===== src/mpmc_pkg.sv =====
// Shared constants and types for the metering pin mode control block
package mpmc_pkg;

  // ------------------------------------------------------------------
  // Timing of the serial mode entry window (in master-clock periods)
  // ------------------------------------------------------------------
  localparam int unsigned WINSET_MCLK   = 1;
  localparam int unsigned WINDOW_MCLK   = 8;
  localparam int unsigned CYC_PER_MCLK  = 1;
  localparam logic [3:0]  WIN_START_CYC = 4'(WINSET_MCLK * CYC_PER_MCLK);
  localparam logic [3:0]  WIN_END_CYC   = 4'(WINDOW_MCLK * CYC_PER_MCLK);

  // ------------------------------------------------------------------
  // Entry code and data widths
  // ------------------------------------------------------------------
  localparam int unsigned ENTRY_BITS    = 4;
  // Arbitrary neutral entry code value
  localparam logic [3:0]  ENTRY_CODE    = 4'hA;
  localparam int unsigned WORD_W        = 16;
  localparam logic [15:0] ZERO_WORD     = 16'h0000;

  // ------------------------------------------------------------------
  // Current channel gain codes and factors
  // ------------------------------------------------------------------
  localparam logic [1:0]  GAIN_CODE_X1  = 2'h0;
  localparam logic [1:0]  GAIN_CODE_X2  = 2'h1;
  localparam logic [1:0]  GAIN_CODE_X8  = 2'h2;
  localparam logic [1:0]  GAIN_CODE_X16 = 2'h3;
  localparam logic [4:0]  GAIN_X1       = 5'h01;
  localparam logic [4:0]  GAIN_X2       = 5'h02;
  localparam logic [4:0]  GAIN_X8       = 5'h08;
  localparam logic [4:0]  GAIN_X16      = 5'h10;

  // ------------------------------------------------------------------
  // Reset values
  // ------------------------------------------------------------------
  localparam logic [2:0]  FREQ_SEL_RST  = 3'h0;
  localparam logic [4:0]  GAIN_RST      = 5'h01;

  // ------------------------------------------------------------------
  // Serial mode entry states
  // ------------------------------------------------------------------
  typedef enum logic [1:0] {
    MPMC_ST_CLEAR,
    MPMC_ST_WINDOW,
    MPMC_ST_PULSE,
    MPMC_ST_SERIAL
  } mpmc_entry_st_t;

endpackage


===== src/mpmc_neg_flag.sv =====
// Negative power indicator updated on the calibration pulse rising edge
`timescale 1ns/100ps
`default_nettype none
module mpmc_neg_flag (
  input  wire logic core_clk,
  input  wire logic clr,
  input  wire logic calib_pulse,
  input  wire logic power_negative,
  output logic      neg_flag_q
);

  logic calib_prev_q;
  wire  calib_rise = calib_pulse & ~calib_prev_q;

  // ------------------------------------------------------------------
  // Edge tracking
  // ------------------------------------------------------------------
  // Flag only moves on a calibration edge, so it stays set until
  // positive power is seen together with a new pulse
  always_ff @(posedge core_clk) begin
    if (clr) begin
      calib_prev_q <= 1'b0;
      neg_flag_q   <= 1'b0;
    end else begin
      calib_prev_q <= calib_pulse;
      if (calib_rise) begin
        neg_flag_q <= power_negative;
      end
    end
  end

endmodule
`default_nettype wire


===== src/mpmc_entry_detect.sv =====
// Serial mode entry window and code detector
`timescale 1ns/100ps
`default_nettype none
module mpmc_entry_detect #(
  parameter int unsigned         CODE_BITS = mpmc_pkg::ENTRY_BITS,
  parameter logic [CODE_BITS-1:0] CODE     = mpmc_pkg::ENTRY_CODE
) (
  input  wire logic core_clk,
  input  wire logic clr,
  input  wire logic sck_pin,
  input  wire logic sdi_pin,
  input  wire logic cs_n_pin,
  output logic      serial_mode_q
);

  mpmc_pkg::mpmc_entry_st_t state_q;
  mpmc_pkg::mpmc_entry_st_t state_d;
  logic [3:0]           win_cnt_q;
  logic [CODE_BITS-1:0] code_q;
  logic [3:0]           bits_q;
  logic                 sck_prev_q;

  // ------------------------------------------------------------------
  // Window decode
  // ------------------------------------------------------------------
  wire sck_rise  = sck_pin & ~sck_prev_q;
  wire in_window = (win_cnt_q >= mpmc_pkg::WIN_START_CYC)
                 & (win_cnt_q <= mpmc_pkg::WIN_END_CYC);
  wire take_bit  = (state_q == mpmc_pkg::MPMC_ST_WINDOW) & in_window
                 & sck_rise & ~cs_n_pin;
  wire win_over  = win_cnt_q > mpmc_pkg::WIN_END_CYC;
  wire code_ok   = (bits_q == 4'(CODE_BITS)) & (code_q == CODE);

  always_comb begin
    state_d = state_q;
    unique case (state_q)
      mpmc_pkg::MPMC_ST_CLEAR:  state_d = mpmc_pkg::MPMC_ST_WINDOW;
      mpmc_pkg::MPMC_ST_WINDOW: if (win_over) begin
        state_d = code_ok ? mpmc_pkg::MPMC_ST_SERIAL : mpmc_pkg::MPMC_ST_PULSE;
      end
      mpmc_pkg::MPMC_ST_PULSE:  state_d = mpmc_pkg::MPMC_ST_PULSE;
      mpmc_pkg::MPMC_ST_SERIAL: state_d = mpmc_pkg::MPMC_ST_SERIAL;
    endcase
  end

  // ------------------------------------------------------------------
  // Registers
  // ------------------------------------------------------------------
  // Bits outside the window are ignored; a late host stays in pulse mode
  always_ff @(posedge core_clk) begin
    if (clr) begin
      state_q       <= mpmc_pkg::MPMC_ST_CLEAR;
      win_cnt_q     <= 4'h0;
      code_q        <= '0;
      bits_q        <= 4'h0;
      sck_prev_q    <= 1'b0;
      serial_mode_q <= 1'b0;
    end else begin
      state_q    <= state_d;
      sck_prev_q <= sck_pin;
      if (!win_over) begin
        win_cnt_q <= win_cnt_q + 4'h1;
      end
      if (take_bit && bits_q < 4'(CODE_BITS)) begin
        code_q <= {code_q[CODE_BITS-2:0], sdi_pin};
        bits_q <= bits_q + 4'h1;
      end
      serial_mode_q <= (state_d == mpmc_pkg::MPMC_ST_SERIAL);
    end
  end

endmodule
`default_nettype wire


===== src/mpmc_pin_mode.sv =====
// Pin mode and control logic of the metering device
//
// Overview of operation
// - A high filter-control input enables the offset filter in both channels.
// - A low filter-control input bypasses the offset filter so DC passes.
// - Chip clear resets converters, registers, decimators and accumulators.
// - While chip clear is low all registers and both converters stay in reset.
// - During chip clear each converter output word is forced to zero.
// - Chip clear is also the way the host enters serial interface mode.
// - The clock pin is serial clock in serial mode, else frequency select 2.
// - The data-in pin is serial data in serial mode, else frequency select 1.
// - The select pin is chip select in serial mode, else frequency select 0.
// - The shared output is serial data out in serial mode, else negative flag.
// - The negative flag follows power sign at each calibration pulse rising edge.
// - Two inputs select the current channel amplifier gain.
// - Gain codes 00, 01, 10 and 11 give gains 1, 2, 8 and 16.
// - Two counter pulse outputs and one calibration pulse output are driven.
`timescale 1ns/100ps
`default_nettype none
module mpmc_pin_mode #(
  parameter int unsigned W = mpmc_pkg::WORD_W
) (
  input  wire logic         core_clk,
  input  wire logic         srst,
  input  wire logic         chip_clear_n,
  input  wire logic         offset_filter_ctrl,
  input  wire logic         gain_sel_hi,
  input  wire logic         gain_sel_lo,
  input  wire logic         freq_range_sel_2,
  input  wire logic         freq_range_sel_1,
  input  wire logic         freq_range_sel_0,
  input  wire logic [W-1:0] current_channel_word,
  input  wire logic [W-1:0] voltage_channel_word,
  input  wire logic         power_negative,
  input  wire logic         slow_pulse_a,
  input  wire logic         slow_pulse_b,
  input  wire logic         fast_pulse,
  output logic              offset_filter_en_q,
  output logic              conv_reset_q,
  output logic [W-1:0]      current_word_q,
  output logic [W-1:0]      voltage_word_q,
  output logic [4:0]        current_gain_amp_q,
  output logic [2:0]        slow_rate_constant_q,
  output logic [2:0]        fast_rate_constant_q,
  output logic              serial_mode_q,
  output logic              negative_power_flag,
  output logic              counter_pulse_a,
  output logic              counter_pulse_b,
  output logic              calib_pulse_out
);

  // ------------------------------------------------------------------
  // Reset and mode decode
  // ------------------------------------------------------------------
  wire clr = srst | ~chip_clear_n;

  logic neg_flag;
  logic serial_mode;

  // Shared pin aliases in serial mode
  wire spi_sck  = freq_range_sel_2;
  wire spi_sdi  = freq_range_sel_1;
  wire spi_cs_n = freq_range_sel_0;

  mpmc_entry_detect u_entry (
    .core_clk      (core_clk),
    .clr           (clr),
    .sck_pin       (spi_sck),
    .sdi_pin       (spi_sdi),
    .cs_n_pin      (spi_cs_n),
    .serial_mode_q (serial_mode)
  );

  mpmc_neg_flag u_neg (
    .core_clk       (core_clk),
    .clr            (clr),
    .calib_pulse    (fast_pulse),
    .power_negative (power_negative),
    .neg_flag_q     (neg_flag)
  );

  // ------------------------------------------------------------------
  // Gain decode
  // ------------------------------------------------------------------
  wire [1:0] gain_code = {gain_sel_hi, gain_sel_lo};
  wire [4:0] gain_dec  =
    (gain_code == mpmc_pkg::GAIN_CODE_X1) ? mpmc_pkg::GAIN_X1 :
    (gain_code == mpmc_pkg::GAIN_CODE_X2) ? mpmc_pkg::GAIN_X2 :
    (gain_code == mpmc_pkg::GAIN_CODE_X8) ? mpmc_pkg::GAIN_X8 :
                                            mpmc_pkg::GAIN_X16;

  // ------------------------------------------------------------------
  // Serial output shifter
  // ------------------------------------------------------------------
  // Current word leaves first, then voltage word, MSB first; changes on
  // the falling serial clock so the host samples on the rising edge
  logic [2*W-1:0] shift_q;
  logic           sck_prev_q;
  logic           sdo_q;
  wire            sck_fall = ~spi_sck & sck_prev_q;
  wire            shift_en = serial_mode & ~spi_cs_n & sck_fall;
  wire [2*W-1:0]  shift_ld = {current_channel_word, voltage_channel_word};
  wire [2*W-1:0]  shift_d  = spi_cs_n ? shift_ld :
                             shift_en ? {shift_q[2*W-2:0], 1'b0} : shift_q;

  // Shared output select
  wire shared_out = serial_mode ? shift_q[2*W-1] : neg_flag;

  // ------------------------------------------------------------------
  // Registers
  // ------------------------------------------------------------------
  // Frequency selects freeze in serial mode so serial traffic after entry
  // never disturbs the pulse rate constants; entry window bits still pass
  always_ff @(posedge core_clk) begin
    if (clr) begin
      offset_filter_en_q   <= 1'b0;
      conv_reset_q         <= 1'b1;
      current_word_q       <= mpmc_pkg::ZERO_WORD;
      voltage_word_q       <= mpmc_pkg::ZERO_WORD;
      current_gain_amp_q   <= mpmc_pkg::GAIN_RST;
      slow_rate_constant_q <= mpmc_pkg::FREQ_SEL_RST;
      fast_rate_constant_q <= mpmc_pkg::FREQ_SEL_RST;
      serial_mode_q        <= 1'b0;
      shift_q              <= '0;
      sck_prev_q           <= 1'b0;
      sdo_q                <= 1'b0;
      counter_pulse_a      <= 1'b0;
      counter_pulse_b      <= 1'b0;
      calib_pulse_out      <= 1'b0;
    end else begin
      offset_filter_en_q <= offset_filter_ctrl;
      conv_reset_q       <= 1'b0;
      current_word_q     <= current_channel_word;
      voltage_word_q     <= voltage_channel_word;
      current_gain_amp_q <= gain_dec;
      if (!serial_mode) begin
        slow_rate_constant_q <= {freq_range_sel_2, freq_range_sel_1,
                                 freq_range_sel_0};
        fast_rate_constant_q <= {freq_range_sel_2, freq_range_sel_1,
                                 freq_range_sel_0};
      end
      serial_mode_q   <= serial_mode;
      shift_q         <= shift_d;
      sck_prev_q      <= spi_sck;
      sdo_q           <= shared_out;
      counter_pulse_a <= slow_pulse_a;
      counter_pulse_b <= slow_pulse_b;
      calib_pulse_out <= fast_pulse;
    end
  end

  assign negative_power_flag = sdo_q;

endmodule
`default_nettype wire


===== config.mk =====
export PLATFORM = sky130hd
export DESIGN_NAME = mpmc_pin_mode
export DESIGN_NICKNAME = d
export VERILOG_FILES = /design/src/mpmc_pkg.sv /design/src/mpmc_neg_flag.sv /design/src/mpmc_entry_detect.sv /design/src/mpmc_pin_mode.sv
export SDC_FILE = /design/constraint.sdc
export NUM_CORES = 1
export LEC_CHECK = 0
export BUFFER_PORTS_ARGS = -buffer_cell sky130_fd_sc_hd__clkbuf_2
export CORE_ASPECT_RATIO = 0.75
export CORE_MARGIN = 1.5
export CORE_UTILIZATION = 34
export CTS_CLUSTER_SIZE = 24
export DETAILED_ROUTE_END_ITERATION = 8
export GPL_TIMING_DRIVEN = 1
export SLEW_MARGIN = 20
export SYNTH_ARGS = -nofsm -noshare
export SYNTH_HDL_FRONTEND = slang
export SYNTH_SLANG_ARGS = --single-unit

===== constraint.sdc =====
create_clock -name core_clk -period 1.8 [get_ports core_clk]
set_input_delay 0.27 -clock core_clk [delete_from_list [all_inputs] [get_ports core_clk]]
set_output_delay 0.27 -clock core_clk [all_outputs]
set_load 0.02 [all_outputs]

---- After elaboration in Yosys (flattened, before gate mapping) ----
Index checks and enable logic that the tools add are counted.
operators by class
  add/subtract/negate cells ............... 2
  order comparisons ....................... 4
  bitwise operators ....................... 16
  muxes and demuxes ....................... 9
  equal/unequal tests ..................... 8
  reduce and logical (&&, ||, !) cells .... 6
operators by type and width
  cell                   count
  $mux W32               2
  $and A1 B1 Y1          10
  $add A4 B1 Y4 const B  2
  $eq A2 B2 Y1 const B   4
  $pmux W2 S4            1
  $mux W5                1
  $not A1 Y1             5
  $eq A2 B1 Y1 const B   2
  $eq A4 B3 Y1 const B   1
  $eq A4 B4 Y1 const B   1
  $ge A4 B1 Y1 const B   1
  $gt A4 B4 Y1 const B   1
  $le A4 B4 Y1 const B   1
  $logic_not A2 Y1       2
  $lt A4 B3 Y1 const B   1
  $mux W2                2
  $mux W1                3
  $reduce_or A3 Y1       1
  $reduce_bool A2 Y1     1
  $reduce_or A2 Y1       1
  $logic_and A1 B1 Y1    1
  $or A1 B1 Y1           1
storage, ports and cells
  input port bits ......................... 45
  register bits after elaboration ......... 96
  output and inout port bits .............. 50
  word-level logic and storage cells ...... 65

---- Logic depth before layout (Yosys ltp) ----
  word-level depth ........................ 6
  depth in mapped cells ................... 7
  mapped depth without buffers ............ 6

---- Modules after synthesis ----
From an unflattened synthesis, not the netlist that was laid out.
unflattened totals
  cells, all modules ...................... 370
  area total of the unflattened synthesis .. 3827.4 um2
by module, submodules not included
  module             area an instance (um2)  cells each  instances  seq. area each (um2)
  mpmc_pin_mode      3040.4                  289         1          1581.5
  mpmc_entry_detect  711.9                   74          1          320.3
  mpmc_neg_flag      75.1                    7           1          40.0

---- Least setup slack after synthesis ----
No wires, ideal clock.
  path type ............................... register -> register
  start point ............................. reg u_entry.win_cnt_q[0]
  end point ............................... reg u_entry.code_q[0]
  cell stages (with the launch flop) ...... 8
  arrival time ............................ 1.469 ns
  required time ........................... 1.728 ns
  library setup time ...................... 0.072 ns
  buffers on the path ..................... 1
  path slack .............................. 0.259 ns
  period minus slack after synthesis ...... 1.541 ns
  cell sequence ........................... dfxtp_1 inv_1 ha_1 nor4b_2 a21oi_1 and2_4 buf_8 mux2i_1
between the ends
  cells in the longest elaborated chain, start to end .. 6
  elaborated cells between the ends (all ways) .. 7
  those cells by class .................... order compare: 2; bitwise: 4; reduce/logical: 1
RTL lines
  element                                       line                                              source
  start, declared                               mpmc_entry_detect.sv:18                           logic [3:0] win_cnt_q;
  start signal, assigned                        mpmc_entry_detect.sv:62                           win_cnt_q <= win_cnt_q + 4'h1;
  $ge A4 B1 Y1 or $le A4 B4 Y1 (tied branches)  mpmc_entry_detect.sv:27, mpmc_entry_detect.sv:28
  $and A1 B1 Y1 (*)                             mpmc_entry_detect.sv:28                           & (win_cnt_q <= mpmc_pkg::WIN_END_CYC);
  $and A1 B1 Y1 (*)                             mpmc_entry_detect.sv:29                           wire take_bit = (state_q == mpmc_pkg::MPMC_ST_WINDOW) & in_window
  $and A1 B1 Y1 (*) (2 in a row)                mpmc_entry_detect.sv:30                           & sck_rise & ~cs_n_pin;
  $logic_and A1 B1 Y1 (*)                       mpmc_entry_detect.sv:64                           if (take_bit && bits_q < 4'(CODE_BITS)) begin
  end signal, assigned                          mpmc_entry_detect.sv:65                           code_q <= {code_q[CODE_BITS-2:0], sdi_pin};
  end, declared                                 mpmc_entry_detect.sv:19                           logic [CODE_BITS-1:0] code_q;
Mark *: on every way between the ends. The rest lies on a longest branch, timed or not.
A chain may end at the register's enable or synchronous reset.

---- Worst setup path after layout ----
  start point ............................. reg u_entry.win_cnt_q[0]
  end point ............................... reg u_entry.code_q[1]
Same word-level chain as after synthesis.

==> reports/qor.txt <==
Post-CTS Setup Bufs: 0
die area: 10,760 sq um
CP Launch Type: flop
drt pass-1 iters: 4
Die Y: 90.20 um
synth top area cells: dfxtp_1 (55%), mux2i_1 (12%), and2_1 (7.3%), a21oi_1 (5.4%), o21ai_0 (4.5%)
first-pass GRT wire length: 11,070 um
Net count, final: 464
Fin Hold WS: 0.1289 ns
critical path cell sequence: inv_1 > ha_1 > nor4b_2 > a21oi_1 > and2_4 > mux2i_1
Ports: 95
Antenna diodes: 0
site row count: 31
count leader, synth: dfxtp_1
top post-synthesis cells by count: dfxtp_1 (95), and2_1 (40), mux2i_1 (40)
Total Power: 0.004326 W
Post-CTS Resized: 0
TritonCTS Sinks: 95
largest net degree at the start of global routing: 64
via count: 2,473
Antenna Nets Post-Route: 0
wire per inst: 11.66 um
setup TNS: 0 ns
VDD IR max: 0.4271 mV
Net Count, Synth: 381
drt initial violations: 100
switch share: 21.86%
sequential power share: 51.1%
H-Tree Level Count: 3
P&R area growth vs syn: 24.03%
GR Overflow Total: 0
Highest Clock Rate: 600.1 MHz
cell leakage power: 1.995 nW
Critical Path RT: 2.06 ns
R2R Path End: u_entry.code_q[1]
CTS clk-pin slew, worst paths: 0.06 ns
Tmin final: 1.666 ns
Crit. End Element: flop
fraction of final layout cells with drive strength greater than 1: 27.51%
Comb power frac: 7.3%
Hold Path End: current_gain_amp_q[3]
# DRC: 0
Skew-Pair Late Insertion Delay: 0.34 ns
initial antenna violation count: 0
post-synth design cell area: 3447 sq um
cells after synthesis: 331
Hold Path Class: input port to flop
Synth area leader: dfxtp_1
Slew Viols, Final: 0
count of different cell masters after synthesis: 35
Min-Delay Startpoint: gain_sel_lo
Core ar.: 9774 sq um
Internal: 0.003380 W
critical path's slowest cell: dfxtp_1
NetSw: 0.0009457 W
MaxCap Viol Count: 0
Total GRT Usage: 13.15%
Post-synth top flop: dfxtp_1
max_slew headroom: 63.76%
hold path cells: 2
clk buf depth: 2
syn_area_per_cell: 10.41 sq um
post-synthesis sequential area ratio: 55.17%
PD cells: 1012 nW/um^2
slowest stage delay, CP: 0.38 ns
crit-path max FO: 6
hold-fix buffers at CTS: 0
RSZ-0062 raised after global routing: false
drt total wl: 6412 um
Final setup viols: 0
Slew @ Worst Pin: 0.5430 ns
yosys warns: 0
number of buffers created by CTS: 9
RR Startpoint: u_entry.win_cnt_q[0]
Synth Area in Simple Gates: 14.52%
number of flops mapped to enable cells by yosys: 0
drt via density: 4.496
skew final: 0.004146 ns
die width: 119.3 um
R2R cell count: 6
Synth Area in Compound Gates: 11.25%
adder-cell share of the synthesized area: 1.815%
Clk pwr share: 41.6%
CTS tree: built
Post-Synth XOR/XNOR Area: 0.5082%
final RePlAce weighted congestion: 0.7198
post-synthesis async set-or-reset flop share: 0%
share of the synthesized area in the top cell type: 55.17%
Final Hold Vio Count: 0
Worst R2R Setup Slack: 0.13 ns
vias in the first global route: 2,434
status: complete, no violations
Tcrit/Tclk final: 92.57%
crit path kind: flop to flop
dpl hpwl: 4524 um
largest family of logic cells by synthesized area: simple AND/OR/NAND/NOR gates
Synth Register Bits: 95
Initial Util: 35.27%
root buffer cell: clkbuf_16
post-synthesis mux area share: 11.62%
WP data arrival: 1.93 ns
IO Port Bufs: 93
-- kinds of logic (layout without fill, tap and decap cells) --
family | count (synthesis) | count (layout)
flops | 95 | 95
simple gates | 80 | 80
compound gates | 75 | 75
mux | 40 | 40
buf+inv | 33 | 120
fa+ha+maj | 5 | 5
xor+xnor | 2 | 2
other cells | 1 | 1
-- routing by layer --
layer	part of all wire (%)	global-route usage, %	routed length (um)
met1	46	15.07	2930
met2	45	21.00	2861
met3	7.8	5.838	499
met4	1.9	6.225	120
met5	0	0	0
-- cell usage in the layout, fill, tap and decap left out, types with 2 or more instances in the layout --
cell / synthesis / layout
nand2_1: 12 / 12
and2_1: 40 / 40
a21oi_1: 37 / 37
o21ai_1: 3 / 3
mux2i_1: 40 / 40
ha_1: 5 / 5
clkbuf_2: 0 / 93
dfxtp_1: 95 / 95
inv_1: 7 / 6
nor2_1: 12 / 12
nand4_1: 2 / 2
buf_12: 0 / 2
clkbuf_16: 0 / 9
xnor2_1: 2 / 2
clkbuf_1: 13 / 5
o21ai_0: 31 / 31
a31oi_1: 2 / 2
buf_4: 7 / 3
-- layout make-up --
type / instances / area (sq um)
repair buffers: 98 / 528.0
flip-flops and latches: 95 / 1902
clock inverters: 1 / 30.03
multi-input cells: 203 / 1380
well taps: 132 / 165.2
fillers: 988 / 5499
inverters: 7 / 26.28
clock buffers: 14 / 244.0
-- critical path, delay by kind of cell, from the launching register on --
| family | cells | cell delay (ns) |
|---|---|---|
| buffers and inverters | 1 | 0.09 |
| AOI/OAI and AO/OA | 1 | 0.26 |
| and+or+nand+nor | 2 | 0.44 |
| adders and majority gates | 1 | 0.24 |
| muxes | 1 | 0.19 |
| DFF | 1 | 0.38 |
-- per-stage QoR --
stage / setup WS (ns) / util (%) / instance area [sq um] / std cells
2_1_floorplan: 0.2589 / - / 3447 / 331
5_1_grt: 0.001425 / 43.74 / 4275 / 550
3_5_place_dp: 0.1543 / 40.94 / 4001 / 535
4_1_cts: 0.1350 / 43.74 / 4275 / 550
6_report: 0.1337 / 43.74 / 4275 / 550
3_3_place_gp: 0.2293 / 40.94 / 4001 / 535
-- sequential cells by signal, indices dropped and copies added, names as in the netlist --
register	flops
negative_power_flag	1
u_neg.calib_prev_q	1
u_entry.bits_q	4
fast_rate_constant_q	3
conv_reset_q	1
u_entry.serial_mode_q	1
voltage_word_q	16
u_entry.sck_prev_q	1
serial_mode_q	1
u_entry.code_q	4
counter_pulse_a	1
counter_pulse_b	1
u_neg.neg_flag_q	1
current_gain_amp_q	4
u_entry.win_cnt_q	4
current_word_q	16
offset_filter_en_q	1
shift_q	32
u_entry.state_q	2
-- worst max-delay path by stage --
| stage | from | endpoint | cells after the start |
|---|---|---|---|
| 2_1_floorplan | u_entry.win_cnt_q[0] | u_entry.code_q[0] | 7 |
| 3_3_place_gp | u_entry.win_cnt_q[0] | u_entry.code_q[1] | 6 |
| 3_5_place_dp | u_entry.win_cnt_q[0] | u_entry.code_q[1] | 6 |
| 4_1_cts | u_entry.win_cnt_q[0] | u_entry.code_q[1] | 6 |
| 5_1_grt | u_entry.win_cnt_q[0] | u_entry.code_q[3] | 6 |
| 6_report | u_entry.win_cnt_q[0] | u_entry.code_q[1] | 6 |
-- power groups by stage --
| stage | Combinational (W) | Sequential (W) | Clock [W] |
|---|---|---|---|
| final | 0.000317 | 0.00221 | 0.00180 |
| after global routing | 0.000355 | 0.00222 | 0.00195 |
| after CTS | 0.000324 | 0.00221 | 0.00187 |
| after detailed placement | 0.000323 | 0.00226 | 0 |
| after global placement | 0.000319 | 0.00225 | 0 |
| after floorplan | 0.000147 | 0.00230 | 0 |
Power figures use the tool's default switching activity.
